File: config.mk
export PLATFORM = sky130hd
export DESIGN_NAME = etc_tick_counter
export DESIGN_NICKNAME = d
export VERILOG_FILES = /design/src/rtl/etc_pkg.sv /design/src/rtl/etc_tick_counter.sv
export SDC_FILE = /design/constraint.sdc
export NUM_CORES = 1
export LEC_CHECK = 0
export BUFFER_PORTS_ARGS = -buffer_cell sky130_fd_sc_hd__buf_2
export CAP_MARGIN = 20
export CORE_UTILIZATION = 33
export CTS_CLUSTER_SIZE = 24
export DETAILED_ROUTE_END_ITERATION = 7
export GPL_TIMING_DRIVEN = 0
export PLACE_DENSITY_LB_ADDON = 0.1
export SYNTH_ARGS = -nofsm -noshare
export SYNTH_HDL_FRONTEND = slang
export SYNTH_SLANG_ARGS = --single-unit
File: constraint.sdc
create_clock -name clk -period 1.42 [get_ports clk]
set_input_delay 0.142 -clock clk [delete_from_list [all_inputs] [get_ports clk]]
set_output_delay 0.142 -clock clk [all_outputs]
set_load 0.02 [all_outputs]
File: src/rtl/etc_pkg.sv
// Shared constants for the eight-bit tick counter: register map, fields, resets and timing.
package etc_pkg;

  localparam int ADDR_W = 8;
  localparam int DATA_W = 32;

  // Register byte offsets on the Wishbone slave.
  localparam logic [ADDR_W-1:0] OFS_COUNT  = 8'h00;
  localparam logic [ADDR_W-1:0] OFS_OPTION = 8'h04;
  localparam logic [ADDR_W-1:0] OFS_STATUS = 8'h08;
  localparam logic [ADDR_W-1:0] OFS_MASK   = 8'h0c;

  // Option register fields.
  localparam int OPT_W         = 6;
  localparam int OPT_RATIO_LSB = 0;
  localparam int OPT_RATIO_W   = 3;
  localparam int OPT_BYPASS    = 3;
  localparam int OPT_EDGE      = 4;
  localparam int OPT_SOURCE    = 5;

  // Status and mask fields.
  localparam int STAT_W    = 1;
  localparam int STAT_WRAP = 0;

  // Reset values.
  localparam logic [7:0]       COUNT_RESET  = 8'h00;
  localparam logic [OPT_W-1:0] OPTION_RESET = 6'h3f;
  localparam logic [STAT_W-1:0] STAT_RESET  = 1'h0;
  localparam logic [STAT_W-1:0] MASK_RESET  = 1'h0;
  localparam logic [7:0]       PRE_RESET    = 8'h00;

  // Timing: the instruction cycle is four clocks, quarter phases Q1 to Q4.
  localparam int CLK_HZ = 25_000_000;
  localparam int INSTR_CLOCKS = 4;
  localparam int PHASE_W = $clog2(INSTR_CLOCKS);
  localparam logic [PHASE_W-1:0] PHASE_Q2 = 2'h1;
  localparam logic [PHASE_W-1:0] PHASE_Q4 = 2'h3;
  localparam logic [1:0] INHIBIT_CYCLES = 2'h2;

endpackage

File: src/rtl/etc_tick_counter.sv
// Eight-bit timer/counter with prescaler, write inhibit, wrap flag and a Wishbone slave.

// Function
// One 8-bit software read/write count register serves timer and counter modes.
// An 8-bit prescaler belongs to this counter alone, not shared with watchdog.
// Software selects instruction clock or external input pin as count source.
// Software selects rising or falling edge of the external input.
// Timer mode without prescaler increments the count once per instruction cycle.
// Clearing the source-select bit puts the counter into timer mode.
// A count register write suppresses incrementing for two following instruction cycles.
// Software should adjust written values for the two-cycle suppression.
// The wrap event is exported as an output usable as a companion timer gate.
// Wrap from FFh to 00h sets a flag regardless of mask; software clears it.
// Eight ratios 1:2 to 1:256, bypass gives 1:1, count write clears prescaler.
// In counter mode prescaler output is sampled on Q2 and Q4 before incrementing.
// During sleep counting stops and the count register holds its value.
// After wrapping the count continues from zero without software action.
module etc_tick_counter (
  input  wire  logic                        clk,
  input  wire  logic                        reset_n,
  input  wire  logic                        wb_cyc_i,
  input  wire  logic                        wb_stb_i,
  input  wire  logic                        wb_we_i,
  input  wire  logic [etc_pkg::ADDR_W-1:0]  wb_adr_i,
  input  wire  logic [etc_pkg::DATA_W/8-1:0] wb_sel_i,
  input  wire  logic [etc_pkg::DATA_W-1:0]  wb_dat_i,
  output logic       [etc_pkg::DATA_W-1:0]  wb_dat_o,
  output logic                              wb_ack_o,
  input  wire  logic                        external_count_input,
  input  wire  logic                        sleepActive,
  output logic                              wrapOut,
  output logic                              irq
);
  import etc_pkg::*;

  logic [1:0]         rstPipe;
  logic               rstN;
  logic               busReq;
  logic               wrEn;
  logic               countWrite;
  logic [DATA_W-1:0]  readMux;
  logic [PHASE_W-1:0] phase;
  logic               instrTick;
  logic               sampleQ;
  logic [2:0]         extSync;
  logic               extLevel;
  logic               extAgree;
  logic               extRise;
  logic               extFall;
  logic               extEdge;
  logic               sourceEvent;
  logic [7:0]         prescaler;
  logic [7:0]         ratioMask;
  logic               preEvent;
  logic               pending;
  logic               incReq;
  logic               doInc;
  logic               wrap;
  logic [1:0]         inhibit;
  logic [7:0]         tick_count_value;
  logic [OPT_W-1:0]   option;
  logic [STAT_W-1:0]  status;
  logic [STAT_W-1:0]  mask;
  logic               count_source_select;
  logic               count_edge_select;
  logic               prescaler_bypass;
  logic [OPT_RATIO_W-1:0] prescale_ratio_field;

  assign count_source_select  = option[OPT_SOURCE];
  assign count_edge_select    = option[OPT_EDGE];
  assign prescaler_bypass     = option[OPT_BYPASS];
  assign prescale_ratio_field = option[OPT_RATIO_LSB +: OPT_RATIO_W];

  //////////////////////////////////////////////////////////////////////////////
  // Reset release.

  always_ff @(posedge clk or negedge reset_n) begin
    if (!reset_n) begin
      rstPipe <= 2'h0;
    end else begin
      rstPipe <= {rstPipe[0], 1'b1};
    end
  end

  assign rstN = rstPipe[1];

  //////////////////////////////////////////////////////////////////////////////
  // Wishbone slave: one wait state, ack for every address, unmapped reads zero.

  assign busReq     = wb_cyc_i & wb_stb_i;
  assign wrEn       = busReq & wb_ack_o & wb_we_i & wb_sel_i[0];
  assign countWrite = wrEn & (wb_adr_i == OFS_COUNT);

  always_comb begin
    readMux = '0;
    unique case (wb_adr_i)
      OFS_COUNT:  readMux[7:0]        = tick_count_value;
      OFS_OPTION: readMux[OPT_W-1:0]  = option;
      OFS_STATUS: readMux[STAT_W-1:0] = status;
      OFS_MASK:   readMux[STAT_W-1:0] = mask;
      default:    readMux             = '0;
    endcase
  end

  always_ff @(posedge clk or negedge rstN) begin
    if (!rstN) begin
      wb_ack_o <= 1'b0;
    end else begin
      wb_ack_o <= busReq & ~wb_ack_o;
    end
  end

  always_ff @(posedge clk or negedge rstN) begin
    if (!rstN) begin
      wb_dat_o <= '0;
    end else if (busReq & ~wb_ack_o) begin
      wb_dat_o <= readMux;
    end else begin
      wb_dat_o <= '0;
    end
  end

  always_ff @(posedge clk or negedge rstN) begin
    if (!rstN) begin
      option <= OPTION_RESET;
    end else if (wrEn & (wb_adr_i == OFS_OPTION)) begin
      option <= wb_dat_i[OPT_W-1:0];
    end
  end

  chk_ack_single: assert property (@(posedge clk) disable iff (!rstN)
    wb_ack_o |=> !wb_ack_o)
    else $error("ack stood for more than one cycle");

  chk_ack_answer: assert property (@(posedge clk) disable iff (!rstN)
    (busReq && !wb_ack_o) |=> wb_ack_o)
    else $error("request not answered after one wait state");

  //////////////////////////////////////////////////////////////////////////////
  // Instruction cycle phases: Q4 ends each cycle.

  always_ff @(posedge clk or negedge rstN) begin
    if (!rstN) begin
      phase <= '0;
    end else begin
      phase <= phase + 2'h1;
    end
  end

  assign instrTick = (phase == PHASE_Q4);
  assign sampleQ   = ((phase == PHASE_Q2) | (phase == PHASE_Q4)) & ~sleepActive;

  //////////////////////////////////////////////////////////////////////////////
  // External input: three stages, a change counts once stages two and three agree.

  always_ff @(posedge clk or negedge rstN) begin
    if (!rstN) begin
      extSync <= 3'h0;
    end else begin
      extSync <= {extSync[1:0], external_count_input};
    end
  end

  assign extAgree = (extSync[1] == extSync[2]);

  always_ff @(posedge clk or negedge rstN) begin
    if (!rstN) begin
      extLevel <= 1'b0;
    end else if (extAgree) begin
      extLevel <= extSync[2];
    end
  end

  assign extRise = extAgree & extSync[2] & ~extLevel;
  assign extFall = extAgree & ~extSync[2] & extLevel;
  assign extEdge = count_edge_select ? extFall : extRise;

  // Sleep freezes the source, so the prescaler holds as well.
  assign sourceEvent = ~sleepActive & (count_source_select ? extEdge : instrTick);

  //////////////////////////////////////////////////////////////////////////////
  // Prescaler: private to this counter, cleared by any count write.

  assign ratioMask = 8'((9'h002 << prescale_ratio_field) - 9'h001);

  always_ff @(posedge clk or negedge rstN) begin
    if (!rstN) begin
      prescaler <= PRE_RESET;
    end else if (countWrite) begin
      prescaler <= PRE_RESET;
    end else if (sourceEvent & ~prescaler_bypass) begin
      prescaler <= prescaler + 8'h01;
    end
  end

  assign preEvent = sourceEvent &
                    (prescaler_bypass | ((prescaler & ratioMask) == ratioMask));

  chk_presc_clear: assert property (@(posedge clk) disable iff (!rstN)
    countWrite |=> (prescaler == PRE_RESET))
    else $error("prescaler not cleared by count write");

  chk_prescale_gate: assert property (@(posedge clk) disable iff (!rstN)
    (!count_source_select && !prescaler_bypass && instrTick && !countWrite
      && ((prescaler & ratioMask) != ratioMask)) |=> $stable(tick_count_value))
    else $error("prescaler passed an event early");

  //////////////////////////////////////////////////////////////////////////////
  // Counter-mode sampling of the prescaler output on Q2 and Q4.

  always_ff @(posedge clk or negedge rstN) begin
    if (!rstN) begin
      pending <= 1'b0;
    end else if (countWrite) begin
      pending <= 1'b0;
    end else if (preEvent & count_source_select) begin
      pending <= 1'b1;
    end else if (sampleQ) begin
      pending <= 1'b0;
    end
  end

  assign incReq = count_source_select ? (pending & sampleQ) : preEvent;

  //////////////////////////////////////////////////////////////////////////////
  // Write inhibit: two instruction cycles after every count write.

  always_ff @(posedge clk or negedge rstN) begin
    if (!rstN) begin
      inhibit <= 2'h0;
    end else if (countWrite) begin
      inhibit <= INHIBIT_CYCLES;
    end else if (instrTick & ~sleepActive & (inhibit != 2'h0)) begin
      inhibit <= inhibit - 2'h1;
    end
  end

  assign doInc = incReq & (inhibit == 2'h0) & ~sleepActive;
  assign wrap  = doInc & (tick_count_value == 8'hff);

  chk_inhibit_hold: assert property (@(posedge clk) disable iff (!rstN)
    ((inhibit != 2'h0) && !countWrite) |=> $stable(tick_count_value))
    else $error("count moved during write inhibit");

  chk_inhibit_span: assert property (@(posedge clk) disable iff (!rstN)
    (countWrite && !sleepActive) |=> (inhibit == INHIBIT_CYCLES)[*1]
      ##0 (inhibit != 2'h0)[*4])
    else $error("inhibit shorter than two instruction cycles");

  //////////////////////////////////////////////////////////////////////////////
  // Count register.

  always_ff @(posedge clk or negedge rstN) begin
    if (!rstN) begin
      tick_count_value <= COUNT_RESET;
    end else if (countWrite) begin
      tick_count_value <= wb_dat_i[7:0];
    end else if (doInc) begin
      tick_count_value <= tick_count_value + 8'h01;
    end
  end

  chk_write_loads: assert property (@(posedge clk) disable iff (!rstN)
    countWrite |=> (tick_count_value == $past(wb_dat_i[7:0])))
    else $error("count write not loaded");

  chk_timer_rate: assert property (@(posedge clk) disable iff (!rstN)
    (!count_source_select && prescaler_bypass && instrTick && (inhibit == 2'h0)
      && !sleepActive && !countWrite)
    |=> (tick_count_value == 8'($past(tick_count_value) + 8'h01)))
    else $error("timer mode missed an instruction cycle");

  chk_sleep_freeze: assert property (@(posedge clk) disable iff (!rstN)
    (sleepActive && !countWrite) |=> $stable(tick_count_value))
    else $error("count changed during sleep");

  chk_ext_sample: assert property (@(posedge clk) disable iff (!rstN)
    (count_source_select && !countWrite && (phase != PHASE_Q2) && (phase != PHASE_Q4))
    |=> $stable(tick_count_value))
    else $error("counter mode increment outside Q2 or Q4");

  chk_wrap_zero: assert property (@(posedge clk) disable iff (!rstN)
    (wrap && !countWrite) |=> (tick_count_value == 8'h00))
    else $error("wrap did not continue from zero");

  //////////////////////////////////////////////////////////////////////////////
  // Wrap output, sticky flag with write-one-to-clear, mask and interrupt.

  always_ff @(posedge clk or negedge rstN) begin
    if (!rstN) begin
      wrapOut <= 1'b0;
    end else begin
      wrapOut <= wrap;
    end
  end

  // A wrap in the same cycle as a clearing write keeps the flag set.
  always_ff @(posedge clk or negedge rstN) begin
    if (!rstN) begin
      status <= STAT_RESET;
    end else if (wrap) begin
      status[STAT_WRAP] <= 1'b1;
    end else if (wrEn & (wb_adr_i == OFS_STATUS)) begin
      status <= status & ~wb_dat_i[STAT_W-1:0];
    end
  end

  always_ff @(posedge clk or negedge rstN) begin
    if (!rstN) begin
      mask <= MASK_RESET;
    end else if (wrEn & (wb_adr_i == OFS_MASK)) begin
      mask <= wb_dat_i[STAT_W-1:0];
    end
  end

  always_ff @(posedge clk or negedge rstN) begin
    if (!rstN) begin
      irq <= 1'b0;
    end else begin
      irq <= |(status & mask);
    end
  end

  chk_wrap_flag: assert property (@(posedge clk) disable iff (!rstN)
    wrap |=> status[STAT_WRAP])
    else $error("wrap flag not set on overflow");

  chk_flag_sticky: assert property (@(posedge clk) disable iff (!rstN)
    (status[STAT_WRAP] && !(wrEn && (wb_adr_i == OFS_STATUS))) |=> status[STAT_WRAP])
    else $error("wrap flag cleared without a write");

  chk_wrap_out: assert property (@(posedge clk) disable iff (!rstN)
    wrap |=> wrapOut ##1 !wrapOut)
    else $error("wrap output not a single pulse");

  chk_irq_level: assert property (@(posedge clk) disable iff (!rstN)
    |(status & mask) |=> irq)
    else $error("interrupt missing for unmasked flag");

  chk_irq_clear: assert property (@(posedge clk) disable iff (!rstN)
    !(|(status & mask)) |=> !irq)
    else $error("interrupt stood without an unmasked flag");

endmodule

# --- Word-level counts from Yosys, hierarchy flattened ---
# Cells that the tools add are included.
word_totals:
  register_bits: 70
  latchBits: 0
  mem_bits_rw: 0
  romBits: 0
  in_bits: 51
  out_inout_bits: 35
  mem_count: 0
op_classes:
  n_addsub: 5
  mul: 0
  div: 0
  order_cmp: 0
  eq_ne: 8
  shift: 1
  muxes: 18
  bitwise: 35
  reduce_logical: 8
ops:
  columns: ["operator", "count"]
  rows:
  - ["$mux 8", 5]
  - ["$and 1x1->1", 26]
  - ["$add 8x1->8 const B", 2]
  - ["$eq 8x4->1 const B", 2]
  - ["$pmux 5 s2", 1]
  - ["$reduce_bool 2->1", 5]
  - ["$and 8x8->8", 1]
  - ["$eq 8x3->1 const B", 1]
  - ["$eq 8x8->1", 1]
  - ["$eq 8x8->1 const B", 1]
  - ["$logic_not 8->1", 1]
  - ["$mux 1", 8]
  - ["$shl 2x3->8 const A", 1]
  - ["$sub 8x1->8 const B", 1]
  - ["$mux 2", 3]
  - ["$not 1->1", 6]
  - ["$pmux 1 s4", 1]
  - ["$reduce_bool 3->1", 1]
  - ["$add 2x1->2 const B", 1]
  - ["$eq 2x1->1 const B", 1]
  - ["$eq 2x2->1 const B", 1]
  - ["$logic_not 2->1", 1]
  - ["$or 1x1->1", 2]
  - ["$sub 2x1->2 const B", 1]
  - ["$eq 1x1->1", 1]

# --- Longest topological paths before layout ---
depth:
  ltp_word: 12
  ltp_mapped: 9

# --- Worst setup path before layout ---
# No wires, ideal clock.
synth_timing:
  kind: "register -> register"
  start: "register option[0]"
  end: "register tick_count_value[0]"
  t_arrival_ns: 2.972
  required_ns: 1.351
  setup_slack_ns: -1.621
  path_stages_with_launch: 10
  period_less_slack_ns: 3.041
  cell_sequence: "dfstp_2 inv_1 or3_2 ha_1 nor3b_1 a311o_1 a2111o_1 o21a_4 or4_1 nand3_1"
synth_via:
  elab_chain_cells: 10
synth_lines:
  columns: ["element", "line_no", "text"]
  rows:
  - ["from (decl)", "etc_tick_counter.sv:61", "logic [OPT_W-1:0] option;"]
  - ["from (signal assigned)", "etc_tick_counter.sv:127", "option <= wb_dat_i[OPT_W-1:0];"]
  - ["$shl 2x3->8 *", "etc_tick_counter.sv:184", "assign ratioMask = 8'((9'h002 << prescale_ratio_field) - 9'h001);"]
  - ["$sub 8x1->8 *", "etc_tick_counter.sv:184", null]
  - ["$and 8x8->8", "etc_tick_counter.sv:197", "(prescaler_bypass | ((prescaler & ratioMask) == ratioMask));"]
  - ["$eq 8x8->1 *", "etc_tick_counter.sv:197", null]
  - ["$or 1x1->1 *", "etc_tick_counter.sv:197", null]
  - ["$and 1x1->1 *", "etc_tick_counter.sv:196", "assign preEvent = sourceEvent &"]
  - ["$mux 1 *", "etc_tick_counter.sv:223", "assign incReq = count_source_select ? (pending & sampleQ) : preEvent;"]
  - ["$and 1x1->1 * (2 in a row)", "etc_tick_counter.sv:238", "assign doInc = incReq & (inhibit == 2'h0) & ~sleepActive;"]
  - ["$reduce_bool 2->1 (no line) *", null, null]
  - ["to (signal assigned)", "etc_tick_counter.sv:257", "tick_count_value <= wb_dat_i[7:0];"]
  - ["to (signal assigned)", "etc_tick_counter.sv:259", "tick_count_value <= tick_count_value + 8'h01;"]
  - ["to (decl)", "etc_tick_counter.sv:60", "logic [7:0] tick_count_value;"]
# Every way passes the cells marked *; elsewhere a longest branch is shown, timed or not.
# A chain may end at the register's enable or synchronous reset.

# --- Worst setup path in the final report ---
layout_timing:
  start: "register option[0]"
  end: "register tick_count_value[2]"
# Same word-level chain as after synthesis.

==> impl_results.md <==
* Sequential standard cell area at 1160 sq um
* Worst path depth at 12
* Placement Rows at 31
* # H-tree levels at 2
* Die Span X at approximately 90 um
* Antenna violations before repair at 0
* I/O Buffers at 33
* Total Routing Usage GR at between 10% and 20%
* Most numerous cell in the Yosys netlist: dfrtp_1
* Setup violators final at 26
* Crit path max-delay family: compound AO/OA/AOI/OAI gates
* DR iter-0 viols at 69
* Final Max Slew Viols at 0
* Arrival time at the worst endpoint at between 3 and 4 ns
* Reg2Reg Depth at 12
* MaxCap Viol Count at 0
* Failing checks: setup timing
* Fmax at 344 MHz
* Worst Hold Depth at 3
* Worst setup endpoint: tick_count_value[2]
* Cell area after layout at ~3600 sq um
* Post-Syn Instances at 257
* Setup TNS at -19.29 ns
* Synth top cells by count: dfrtp_1, nor2_1, buf_4
* DP Area at 3020 sq um
* Async set-or-reset flop fraction in the synthesized netlist at 100%
* YS warnings at 0
* Mean Syn Cell Area at 9.94 sq um
* Clock latency on the worst-skew pair at roughly 0.30 ns
* Top_reg_cell synth: dfrtp_1
* Diode count at 0
* Final ANT Viol Nets at 0
* Largest cells by area after synthesis: dfrtp_1, buf_4, dfstp_2
* Tcrit/Tclk final at 204%
* Clock sink count at 46
* Worst EP required at 1.64 ns
* Yosys top cell area share at 39.2%
* Placement Setup Slack at -1.70 ns
* Static leakage at 0.00168 uW
* First-pass GRT wire length at 9850 um
* Synth unique cells at 54
* IO Count at 86
* PwrDens at 861 nW/um^2
* Drt total wl at 5870 um
* Final hold violation count at 0
* HP Class: in -> reg
* Status: finished, violations left
* Drt first pass iters at 4
* Final estimated routing congestion in global placement at 0.835
* Most used cell, CP: buf_6
* Number of synthesized flops with an enable pin at 0
* Die area at 8090 sq um
* Routed len/inst at 12.9 um
* Cell area after synthesis at 2550 sq um
* RSZ-0062 raised after global routing: yes
* Drt drc at 0
* Reg2reg end: tick_count_value[2]
* Clk_skew at 0.00816 ns
* Layout Cells excl Fill at about 450
* Register-to-register setup slack at -1.48 ns
* Num CTS Buffers at 5
* Vias in the first global route at 2079
* Layout cells sized above 1 at 43.7%
* Hpwl dp at roughly 4000 um
* Sequence of cells on the critical path: inv_2 -> or3_4 -> ha_4 -> nor3b_2 -> a311o_1 -> a2111o_1 -> buf_6 -> o21ai_4 -> buf_6 -> buf_6 -> nand4_1 -> a31oi_1
* Area grow syn2layout at 40.4%
* Largest net degree at the start of global routing at 26
* Area leader, netlist: dfrtp_1
* Clk slew on worst S/H paths at 0.09 ns
* CTS tree: yes
* Min setup slack post-route at -1.48 ns
* RR Startpoint: option[0]
* Seq cells post-synth at between 40 and 50
* Die H at about 90 um
* Final worst path period need at 2.90 ns
* Footprint of the multi-input gates at around 1400 sq um
* Power, Total at between 3000 and 4000 uW
* Sequential-to-total area share from yosys stat at a little under half
* Core area at 7370 sq um
* CP startpoint: option[0]
* Gr ovfl total at 0
* Layout net count at 413
* Largest stage delay on the critical path at 0.56 ns
* Critical path's slowest cell: dfstp_2
* Vias/cell at approximately 4.6
* Clock Path Buffers at 2
* Startpoint Class: flop
* Placed insts at 413
* Critical path class: reg -> reg
* CP Capture Type: flop
* Tightest Pin Transition at about 0.66 ns
* Worst IR Drop VDD at approximately 360 uV
* CP Max Fanout at 4
* Fillers at approximately 730
* Clock root cell: clkbuf_8
* Vias at 2091
* Worst slew margin at 56.3%
* Starting Density at 34.7%
* Worst path buffer plus inverter count at 4
==> through the flow <==
| stage | util (%) | hold slack (ns) |
|---|---|---|
| after floorplan | - | -0.154 |
| after global placement | 40.7 | -0.0727 |
| after detailed placement | 41.0 | -0.0709 |
| after CTS | 46.5 | 0.0455 |
| after global routing | 48.7 | 0.0673 |
| final | 48.7 | 0.0592 |
==> worst reg2reg max path, delay by kind of cell, from the launching register on <==
kind	cells	cell delay, ns
buf+inv	4	0.41
compound gates	4	1.14
fa+ha+maj	1	0.17
flops	1	0.56
simple gates	3	0.55
==> layer usage <==
metal	vias to the layer above	global-route usage (%)	part of all wire [%]	wire length [um]
met1	993	20.1	47	2780
met4	0	5.38	1.2	72
met5	-	0	0	0
li1	1048	-	-	-
met2	43	24.0	48	2820
met3	7	3.64	3.3	192
==> cell families after synthesis <==
logic type,count (synthesis),synth area share [%]
simple gates,99,20.8
flops,46,45.4
buf+inv,43,11.0
compound gates,39,10.4
mux,12,5.44
fa+ha+maj,8,3.92
xor+xnor,8,2.74
other cells,2,0.294
==> sequential cells by signal, summed over array words and instances (netlist names) <==
name	flops
extSync	3
wb_dat_o	8
pending	1
option	6
wb_ack_o	1
extLevel	1
tick_count_value	8
irq	1
mask	1
inhibit	2
wrapOut	1
status	1
rstPipe	2
phase	2
prescaler	8
==> where the power goes <==
| part | internal [uW] | switching, uW |
|---|---|---|
| sequential | 1410 | 137 |
| combinational | 265 | 300 |
| clock | 527 | 445 |
| total | 2210 | 881 |
==> final cells by class <==
type	count	area share [%]
clock inverters	1	0.837
inverters	12	1.26
plain buffers	30	6.56
flip-flops and latches	46	32.4
multi-input cells	191	39.2
repair buffers	68	14.2
well taps	99	3.45
clock buffers	7	2.13
==> timing repair <==
| item | in CTS | in global routing |
|---|---|---|
| gates resized for setup | 23 | 33 |
| hold buffers | 2 | 0 |
| gates cloned | 1 | 0 |
| pin swaps | 13 | 14 |
| setup buffers | 22 | 10 |
| endpoints found under the hold margin | 3 | 0 |
| endpoints found under the setup margin | 27 | 27 |
==> how the worst min path moves through the flow <==
stage	start	to
after floorplan	reset_n	rstPipe[0]
after global placement	reset_n	rstPipe[0]
after detailed placement	reset_n	rstPipe[0]
after CTS	wb_dat_i[6]	tick_count_value[6]
after global routing	wb_stb_i	wb_ack_o
final	wb_dat_i[7]	tick_count_value[7]
==> placed cells by master, fill, tap and decap left out, types with 4 or more instances in the layout <==
cell       n
a31oi_1    5
buf_2     33
buf_4     40
buf_6     18
clkbuf_8   6
conb_1    25
dfrtp_1   38
dfstp_2    6
ha_1       6
inv_1     11
mux2_4     4
mux2i_1    6
nand2_1   13
nand2_2    5
nand3_1   11
nand4_1    7
nor2_1    25
o21ai_0    9
xor2_1     6
(Power assumes the default switching activity.)
